--- src/inc/bbc_defs.svh ---
/*
  Constants for the bit, branch and call execution block: field widths,
  field positions and reset values.
  Assumes inclusion by bare name from files that need these values.
*/
`ifndef BBC_DEFS_SVH
`define BBC_DEFS_SVH

`define BBC_PC_W       15
`define BBC_DATA_W     8
`define BBC_FADDR_W    7
`define BBC_BIDX_W     3
`define BBC_LIT_W      11
`define BBC_BR_W       9
`define BBC_UAL_LO     3
`define BBC_UAL_HI     6
`define BBC_PC_RST     15'h0000

`endif

--- src/inc/bbc_pkg.sv ---
/*
  Types for the bit, branch and call execution block.
  Assumes nothing beyond a SystemVerilog compiler.
*/
package bbc_pkg;

  // Operation codes presented by the fetch stage
  typedef enum logic [2:0] {
    OP_NOP     = 3'h0,
    OP_BIT_CLR = 3'h1,
    OP_BIT_SET = 3'h2,
    OP_TST_CLR = 3'h3,
    OP_TST_SET = 3'h4,
    OP_BR_LIT  = 3'h5,
    OP_BR_ACC  = 3'h6,
    OP_CALL    = 3'h7
  } op_t;

  // Execution sequencer states, one-hot
  typedef enum logic [2:0] {
    ST_IDLE  = 3'b001,
    ST_EXEC  = 3'b010,
    ST_FLUSH = 3'b100
  } state_t;

endpackage

--- src/hw/bit_branch_call_exec.sv ---
/*
  Execution of bit clear/set, bit test with skip, relative branches, and
  absolute subroutine call for an 8-bit core.
  Assumes the register file answers rf_rdata combinationally for rf_addr,
  and the return stack takes stack_top on the push pulse.
// Operation
// RULE1 - Bit clear zeroes one bit only
// RULE2 - Bit set raises one bit only
// RULE3 - Literal branch: target is PC+1+signed literal
// RULE4 - Literal branch takes two cycles, no flags
// RULE5 - Accumulator branch: PC+1+unsigned accumulator, two cycles
// RULE6 - Test clear skips next when bit zero
// RULE7 - Test set skips next when bit one
// RULE8 - Call pushes PC+1, loads eleven bits
// RULE9 - Call fills PC top from latch bits
// RULE10 - Discarded instruction only advances PC
*/
`timescale 1ns/1ns
`include "bbc_defs.svh"

module bit_branch_call_exec #(
  parameter int PC_W = `BBC_PC_W
) (
  input  wire logic                    clk,
  input  wire logic                    rst,
  input  wire logic                    instr_valid,
  input  wire bbc_pkg::op_t            op,
  input  wire logic [`BBC_FADDR_W-1:0] f_addr,
  input  wire logic [`BBC_BIDX_W-1:0]  bit_idx,
  input  wire logic [`BBC_LIT_W-1:0]   literal,
  input  wire logic [`BBC_DATA_W-1:0]  accumulator,
  input  wire logic [`BBC_DATA_W-1:0]  upper_address_latch,
  input  wire logic [`BBC_DATA_W-1:0]  rf_rdata,
  output logic                         ready_r,
  output logic      [PC_W-1:0]         pc_r,
  output logic      [`BBC_FADDR_W-1:0] rf_addr_r,
  output logic      [`BBC_DATA_W-1:0]  rf_wdata_r,
  output logic                         rf_we_r,
  output logic                         push_r,
  output logic      [PC_W-1:0]         stack_top_r
);

  // Refuse program counter widths that cannot hold the call target
  if (PC_W < `BBC_LIT_W + `BBC_UAL_HI - `BBC_UAL_LO + 1) begin : g_chk
    $error("PC_W too small for call target");
  end

  bbc_pkg::state_t             state_r;
  bbc_pkg::op_t                op_r;
  logic [`BBC_BIDX_W-1:0]      bidx_r;
  logic [`BBC_LIT_W-1:0]       lit_r;
  logic                        skip_pend_r;
  logic [`BBC_DATA_W-1:0]      mod_data;
  logic                        tested_bit;
  logic [PC_W-1:0]             pc_inc;
  logic [PC_W-1:0]             br_off;
  logic [PC_W-1:0]             acc_off;
  logic [PC_W-1:0]             call_tgt;
  logic                        accept;
  logic                        exec_st;

  // Sign-extend a branch literal to the program counter width
  function automatic logic [PC_W-1:0] sext_branch(input logic [`BBC_LIT_W-1:0] l);
    sext_branch = {{(PC_W-`BBC_BR_W){l[`BBC_BR_W-1]}}, l[`BBC_BR_W-1:0]};
  endfunction

  // Form the call target from literal and latch bits
  function automatic logic [PC_W-1:0] call_addr(input logic [`BBC_LIT_W-1:0] l,
                                                input logic [`BBC_DATA_W-1:0] u);
    call_addr = PC_W'({u[`BBC_UAL_HI:`BBC_UAL_LO], l});
  endfunction

  // Bit operand datapath
  bit_modify_unit u_bit (
    .data_in   (rf_rdata),
    .bit_idx   (bidx_r),
    .set_level (op_r == bbc_pkg::OP_BIT_SET),
    .data_out  (mod_data),
    .bit_level (tested_bit)
  );

  // Address arithmetic
  assign accept   = (state_r == bbc_pkg::ST_IDLE) && instr_valid;
  assign exec_st  = (state_r == bbc_pkg::ST_EXEC);
  assign pc_inc   = pc_r + PC_W'(1);
  assign br_off   = sext_branch(lit_r);                                   // RULE3
  assign acc_off  = {{(PC_W-`BBC_DATA_W){1'b0}}, accumulator};           // RULE5
  assign call_tgt = call_addr(lit_r, upper_address_latch);                // RULE9

  // Sequencer: one cycle per instruction, an extra flush for taken flow changes
  always_ff @(posedge clk) begin
    if (rst) begin
      state_r <= bbc_pkg::ST_IDLE;
    end else begin
      case (state_r)
        bbc_pkg::ST_IDLE: begin
          if (instr_valid) begin
            state_r <= bbc_pkg::ST_EXEC;
          end
        end
        bbc_pkg::ST_EXEC: begin
          case (op_r)
            bbc_pkg::OP_BR_LIT, bbc_pkg::OP_BR_ACC, bbc_pkg::OP_CALL: begin
              state_r <= bbc_pkg::ST_FLUSH;                               // RULE4
            end
            default: begin
              state_r <= bbc_pkg::ST_IDLE;
            end
          endcase
        end
        bbc_pkg::ST_FLUSH: begin
          state_r <= bbc_pkg::ST_IDLE;
        end
        default: begin
          state_r <= bbc_pkg::ST_IDLE;
        end
      endcase
    end
  end

  // Ready while waiting for the next instruction
  always_ff @(posedge clk) begin
    if (rst) begin
      ready_r <= 1'b1;
    end else if (accept) begin
      ready_r <= 1'b0;
    end else if ((exec_st && op_r inside {bbc_pkg::OP_BR_LIT, bbc_pkg::OP_BR_ACC, bbc_pkg::OP_CALL}) ||
                 (state_r == bbc_pkg::ST_IDLE)) begin
      ready_r <= 1'b0 | (state_r == bbc_pkg::ST_IDLE);
    end else begin
      ready_r <= 1'b1;
    end
  end

  // Capture the instruction; a skipped one becomes a no-operation
  always_ff @(posedge clk) begin
    if (rst) begin
      op_r      <= bbc_pkg::OP_NOP;
      bidx_r    <= '0;
      lit_r     <= '0;
      rf_addr_r <= '0;
    end else if (accept) begin
      op_r      <= skip_pend_r ? bbc_pkg::OP_NOP : op;                    // RULE10
      bidx_r    <= bit_idx;
      lit_r     <= literal;
      rf_addr_r <= f_addr;
    end
  end

  // Pending skip from a bit test, consumed by the next accepted instruction
  always_ff @(posedge clk) begin
    if (rst) begin
      skip_pend_r <= 1'b0;
    end else if (exec_st && op_r == bbc_pkg::OP_TST_CLR) begin
      skip_pend_r <= ~tested_bit;                                         // RULE6
    end else if (exec_st && op_r == bbc_pkg::OP_TST_SET) begin
      skip_pend_r <= tested_bit;                                          // RULE7
    end else if (accept) begin
      skip_pend_r <= 1'b0;
    end
  end

  // Register file write-back for the bit operations only
  always_ff @(posedge clk) begin
    if (rst) begin
      rf_we_r    <= 1'b0;
      rf_wdata_r <= '0;
    end else begin
      rf_we_r <= exec_st && (op_r inside {bbc_pkg::OP_BIT_CLR, bbc_pkg::OP_BIT_SET}); // RULE1 RULE2
      if (exec_st) begin
        rf_wdata_r <= mod_data;                                           // RULE1 RULE2
      end
    end
  end

  // Program counter update
  always_ff @(posedge clk) begin
    if (rst) begin
      pc_r <= PC_W'(`BBC_PC_RST);
    end else if (exec_st) begin
      case (op_r)
        bbc_pkg::OP_BR_LIT:  pc_r <= pc_inc + br_off;                     // RULE3
        bbc_pkg::OP_BR_ACC:  pc_r <= pc_inc + acc_off;                    // RULE5
        bbc_pkg::OP_CALL:    pc_r <= call_tgt;                            // RULE8 RULE9
        default:             pc_r <= pc_inc;                              // RULE10
      endcase
    end
  end

  // Return stack push on a call
  always_ff @(posedge clk) begin
    if (rst) begin
      push_r      <= 1'b0;
      stack_top_r <= '0;
    end else begin
      push_r <= exec_st && op_r == bbc_pkg::OP_CALL;                      // RULE8
      if (exec_st && op_r == bbc_pkg::OP_CALL) begin
        stack_top_r <= pc_inc;                                            // RULE8
      end
    end
  end
endmodule

--- src/hw/bit_modify_unit.sv ---
/*
  Bit modify and test unit: forces one bit of a data byte to a level and
  reports the level of that bit before the change.
  Assumes a data byte and a bit index that are stable during the cycle.
*/
`timescale 1ns/1ns
`include "bbc_defs.svh"

module bit_modify_unit (
  input  wire logic [`BBC_DATA_W-1:0] data_in,
  input  wire logic [`BBC_BIDX_W-1:0] bit_idx,
  input  wire logic                   set_level,
  output logic      [`BBC_DATA_W-1:0] data_out,
  output logic                        bit_level
);

  // Only the selected position takes the forced level
  for (genvar i = 0; i < `BBC_DATA_W; i++) begin : g_bit
    assign data_out[i] = (int'(bit_idx) == i) ? set_level : data_in[i];
  end

  // Level of the tested bit
  assign bit_level = data_in[bit_idx];

endmodule

--- config.mk ---
export PLATFORM = sky130hd
export DESIGN_NAME = bit_branch_call_exec
export DESIGN_NICKNAME = d
export VERILOG_FILES = /design/src/inc/bbc_pkg.sv /design/src/hw/bit_branch_call_exec.sv /design/src/hw/bit_modify_unit.sv
export VERILOG_INCLUDE_DIRS = /design/src /design/src/inc
export SDC_FILE = /design/constraint.sdc
export NUM_CORES = 1
export LEC_CHECK = 0
export BUFFER_PORTS_ARGS = -buffer_cell sky130_fd_sc_hd__buf_2
export CORE_MARGIN = 3
export CORE_UTILIZATION = 45
export CTS_CLUSTER_DIAMETER = 50
export DETAILED_ROUTE_END_ITERATION = 12
export MAX_ROUTING_LAYER = met4
export PLACE_DENSITY_LB_ADDON = 0.25
export RECOVER_POWER = 25
export SETUP_SLACK_MARGIN = 0.1
export SLEW_MARGIN = 20
export SYNTH_ARGS = -nofsm -noshare
export SYNTH_HDL_FRONTEND = slang
export SYNTH_SLANG_ARGS = --single-unit
--- constraint.sdc ---
create_clock -name clk -period 6.1 [get_ports clk]
set_clock_uncertainty 0.05 [all_clocks]
set_input_delay 1.22 -clock clk [delete_from_list [all_inputs] [get_ports clk]]
set_output_delay 1.22 -clock clk [all_outputs]
set_load 0.01 [all_outputs]
# Word-level counts from Yosys, hierarchy flattened
# Cells that the tools add are included.
op_classes:
  add_sub_neg: 3
  n_lt_le_gt_ge: 1
  eq_ne: 17
  muxes: 20
  bitwise_logic: 1
  reduce_logical: 12
op_table:
  columns: ["cell", "count"]
  rows:
  - ["$pmux W15 S3", 1]
  - ["$eq A3 B3 Y1 const B", 8]
  - ["$add A15 B1 Y15 const B", 1]
  - ["$add A15 B15 Y15", 1]
  - ["$add A15 B8 Y15", 1]
  - ["$eq A3 B2 Y1 const B", 5]
  - ["$mux W1", 14]
  - ["$eq A3 B1 Y1 const B", 3]
  - ["$mux W3", 3]
  - ["$logic_and A1 B1 Y1", 6]
  - ["$pmux W3 S2", 1]
  - ["$reduce_bool A3 Y1", 2]
  - ["$lt A3 B4 Y1 const B", 1]
  - ["$bmux W1 S3", 1]
  - ["$logic_not A3 Y1", 1]
  - ["$reduce_or A3 Y1", 1]
  - ["$ne A2 B2 Y1 const B", 1]
  - ["$reduce_bool A2 Y1", 1]
  - ["$logic_or A1 B1 Y1", 1]
  - ["$not A1 Y1", 1]
word_totals:
  ff_bits: 69
  in_bits: 51
  wordCells: 66

# Logic depth before layout (Yosys ltp)
depth:
  word_depth: 6
  depth_mapped: 13
  depth_no_buf: 12

# Cells and area by module
# A second synthesis with hierarchy kept.
hier_totals:
  cells_unflattened: 495
  hier_area_um2: 4031.4
modules_own_cells:
  columns: ["mod", "instances", "cells_per_inst", "area_per_inst_um2", "seq_area_each_um2"]
  rows:
  - ["bit_branch_call_exec", 1, 473, 3803.6, 1381.3]
  - ["bit_modify_unit", 1, 22, 227.7, 0.0]

# Worst setup path before layout
# No wires, ideal clock.
synth_path:
  path_type: "input-to-reg"
  startpoint: "input accumulator[0]"
  endpoint: "register pc_r[12]"
  setup_ns: 0.120
  arrival_ns: 3.221
  required_time_ns: 5.930
  setup_slack_ns: 2.709
  path_stages: 11
  n_path_buf: 0
  path_cell_list: "mux2_2 ha_1 inv_1 fa_1 nor2b_1 o21ai_0 a21boi_0 o31ai_1 o311ai_0 a21oi_1 a211o_2"
synth_between:
  elab_chain_len: 2
synth_rtl:
  columns: ["item", "line_no", "source"]
  rows:
  - ["start, declared", "bit_branch_call_exec.sv:31", "input wire logic [`BBC_DATA_W-1:0] accumulator,"]
  - ["$add A15 B8 Y15", "bit_branch_call_exec.sv:183", "bbc_pkg::OP_BR_ACC: pc_r <= pc_inc + acc_off;"]
  - ["$pmux W15 S3", "bit_branch_call_exec.sv:181", "case (op_r)"]
  - ["end signal, assigned", "bit_branch_call_exec.sv:182", "bbc_pkg::OP_BR_LIT: pc_r <= pc_inc + br_off;"]
  - ["end signal, assigned", "bit_branch_call_exec.sv:183", null]
  - ["end signal, assigned", "bit_branch_call_exec.sv:184", "bbc_pkg::OP_CALL: pc_r <= call_tgt;"]
  - ["end, declared", "bit_branch_call_exec.sv:35", "output logic [PC_W-1:0] pc_r,"]
# No other way between the ends.
# A chain may end at the register's enable or synchronous reset.

# Final worst setup path
layout_path:
  startpoint: "register op_r[2]"
  endpoint: "register pc_r[12]"
layout_between:
  elab_chain_len: 2
  word_cells_on_any_way: 4
  cone_classes: "3 x eq/ne; 1 x mux"
layout_rtl:
  columns: ["item", "line_no", "source"]
  rows:
  - ["start, declared", "bit_branch_call_exec.sv:49", "bbc_pkg::op_t op_r;"]
  - ["start signal, assigned", "bit_branch_call_exec.sv:138", "op_r <= bbc_pkg::OP_NOP;"]
  - ["start signal, assigned", "bit_branch_call_exec.sv:143", "op_r <= skip_pend_r ? bbc_pkg::OP_NOP : op;"]
  - ["$eq A3 B3 Y1", "bit_branch_call_exec.sv:181", null]
  - ["$pmux W15 S3 *", "bit_branch_call_exec.sv:181", null]
# Every way passes the cells marked *; elsewhere a longest branch is shown, timed or not.

==> results.txt <==
- Core Footprint: 8380 µm²
* Final net count: ~640
* Power Dens Cells: 212 nW/µm²
* Die Ht: 99.9 µm
* Number of iterations in the first detailed-routing pass: 4
- STA classifies the critical path startpoint as a flip-flop.
- Dominant combinational cell family by area after synthesis: simple AND/OR/NAND/NOR gates
* CTS clk-pin slew, worst paths: ~0.080 ns
- Across the run, the number of max-cap violations was 0.
- Of the total synthesized cell area, the portion taken by full adders, half adders and majority gates is 0.0524.
- Global-route wire length before repair: between 15000 and 20000 µm
- Count of flip-flops with a built-in enable after synthesis: 0
* Primary flip-flop cell chosen by synthesis mapping: dfxtp_1
- Relative slew slack: 0.148
- For the worst setup path, the data required time is between 6 and 7 ns.
* Clock tree from TritonCTS: yes
- At the end of routability-driven placement, the weighted congestion stood at 0.906.
- Status: completed
* Nature of the critical path endpoint: flip-flop
- Number of instances in the synthesized netlist: between 400 and 500
- Top-count cell post-synth: nand2_1
- Total via count in the routed design: 3919
* Number of slew-limit violations in the final report: 0
- Net count after synthesis: ~560
- Maximum number of pins on one net before global-route repair: 59
- Parity-gate share of the synthesized area counting xor and xnor cells: 0.0628
- Setup violations remaining at the end of the flow were counted as 0.
- For this design the top-level I/O count stands at slightly below 100.
- For this run, the register share of the synthesized area comes to 0.348.
- Fraction of registers with async set/reset: 0
- Detailed-route wire length per cell: around 17 µm
- Count of distinct cell types in the synthesized netlist: a little under 70
* Crit path time final: ~3.6 ns
* Final number of hold-violating endpoints: 0
- Clock latency on the worst-skew pair, taken at its later pin, is roughly 0.35 ns.
- Number of antenna violations at the first check in global routing: 0
- Compared with the post-synthesis result, the final layout area differs by 17.4%.
- Share of layout cells above drive strength 1: 0.233
* Post-synthesis cell type with the largest combined area: dfxtp_1
- Sum Neg Setup Slack: 0 ns
- Along the worst path, the maximum fanout reaches 14.
* Netlist Area Pre-Place: 3970 µm²
* Postcts setup bufs: 0
- CTS placed an instance of clkbuf_8 at the clock tree root.
- VDD sags by at most between 0.1 and 0.15 mV.
- On the worst path, the slowest cell contributes a delay of around 0.62 ns.
- Maximum buffer depth of the clock tree: 2
- #FFs+latches synth: 69
- Vias in the first global route: around 3.8k
* Worst-case hold slack: between 0.4 and 0.5 ns
- Slew @ Worst Pin: about 1.3 ns
- Half-perimeter wire length of the detailed placement result: between 8000 and 9000 µm
- In this run, post-CTS repair resized a total of 0 instances.
- For this run, the total global-route usage over all layers was measured as 0.242.
- Via density per instance: between 5 and 6
- Setup repair after global routing left no endpoint under its margin.
- Count of warnings emitted by yosys: 0
- Die outline area: between 9000 and 10000 µm²
* Post-Synth Simple-Gate Area: 0.249
- Remaining DRCs: 0
- Path type of the worst min-delay path: flip-flop to flip-flop
- H-tree levels: 3
- Sorting the synthesized cells by how often they occur yields nand2_1 (78), dfxtp_1 (69), nor2_1 (63), a21oi_1 (58), clkbuf_1 (25).
- The repair_antennas step left the layout with diodes totalling 0.
- Clock tree synthesis inserted a total of 9 buffers.
- Achievable clock frequency: roughly 280 MHz
- Averaged over all synthesized cells, the footprint is approximately 8 µm².
- Count of input and output buffers: 94
* Initial core utilization: 0.473
- In this run the static leakage power is around 0.0021 µW.
- Count of hold-fix buffers inserted at cts: 0
- The floorplan has 33 rows.
- Final WL: approximately 12000 µm
- Sink count of the clock tree: ~70
* Share of cell area taken by muxes after synthesis: 0.0439
* DRT antenna net count: 0
- By area the synthesized netlist is led by dfxtp_1 (35%), nand2_1 (7.4%), a21oi_1 (7.3%).
- Chip width: between 90 and 100 µm
- Of the post-synthesis cell area, the dominant cell type holds 0.348.
* Synth Area in Compound Gates: 0.200
* Crit path DAT: 3.82 ns
- Share of the cycle needed by the critical path after routing: 0.595
- Overflow after GRT: 0
- Slowest stage cell, crit path: dfxtp_1
* Start-to-end type of the worst setup path: flip-flop to flip-flop
* Drt first-iter violations: about 280
* List of cells traversed by the critical path: nand3b_4 -> mux2_2 -> ha_1 -> inv_1 -> fa_1 -> nor2b_1 -> o21ai_0 -> a21boi_0 -> o31ai_1 -> o311ai_0 -> a21oi_1 -> a211o_2
[power breakdown]
part           switching [µW]  internal, µW  total (µW)
sequential               18.8           465         483
clock                     191           187         377
combinational            70.8          53.1         124
[registers in the layout (all words and copies together), names as in the netlist]
name / cells
ready_r: 1
rf_addr_r: 7
skip_pend_r: 1
push_r: 1
rf_wdata_r: 8
pc_r: 15
bidx_r: 3
op_r: 3
rf_we_r: 1
stack_top_r: 15
state_r: 3
lit_r: 11
[critical path, delay by kind of cell (launching register included)]
family	cells	cell delay [ns]
compound gates	6	1.58
flops	1	0.62
fa+ha+maj	2	0.54
simple gates	2	0.37
mux	1	0.28
buf+inv	1	0.05
[final cells by class]
type,count,area [µm²]
Multi-Input combinational cell,387,2410
Clock buffer,9,124
Sequential cell,69,1380
Clock inverter,6,63.8
Tap cell,105,131
Timing Repair Buffer,99,504
Fill cell,842,3730
Inverter,10,37.5
[layout by cell type (no fill, tap or decap), drive strengths merged, types with 2 or more instances in the layout]
cell	count
buf	98
nor3b	2
clkbuf	10
nor2b	2
clkinv	2
and3	5
o21bai	2
mux2	7
a211oi	2
a211o	3
nand2b	4
o21a	2
a21oi	58
a221oi	11
nor2	64
clkinvlp	2
o211ai	2
o31ai	3
nand3b	5
nand3	12
mux4	2
a21o	6
ha	15
mux2i	5
and2	5
o221ai	5
nor3	22
xnor2	13
nand2	79
dfxtp	69
a221o	2
xor2	10
nand4	3
o21ai	17
inv	11
[path summary, 6_finish.rpt]
kind	from	end	slack, ns	depth (start not counted)
max	op_r[2]	pc_r[12]	2.47	12
min	rf_addr_r[2]	rf_addr_r[2]	0.41	2
max reg2reg	op_r[2]	pc_r[12]	2.47	12
min reg2reg	rf_addr_r[2]	rf_addr_r[2]	0.41	2
[through the flow]
| step | util | total power [µW] | setup WS [ns] | cell area, µm² | std cells |
|---|---|---|---|---|---|
| finish | 0.555 | 985 | 2.47 | 4650 | 685 |
| global route | 0.555 | 1030 | 2.21 | 4650 | 685 |
| CTS | 0.558 | 989 | 2.52 | 4680 | 685 |
| detailed placement | 0.535 | 618 | 2.23 | 4490 | 670 |
| global placement | 0.535 | 614 | 2.35 | 4490 | 670 |
| floorplan | - | 574 | 2.71 | 3970 | 497 |
[per-layer routing]
metal	vias up	routed length [µm]	track usage
li1	1900	-	-
met3	30	814	0.0542
met4	0	308	0.102
met2	157	5540	0.379
met1	1832	4970	0.301
met5	-	0	-
[logic make-up after synthesis]
family,count (synthesis)
AOI/OAI and AO/OA,123
xor gates and xnor gates,25
adders and majority gates,16
buffers and inverters,41
DFF,69
muxes,14
and+or+nand+nor,209
No activity file was read; power rests on OpenSTA's default activity.
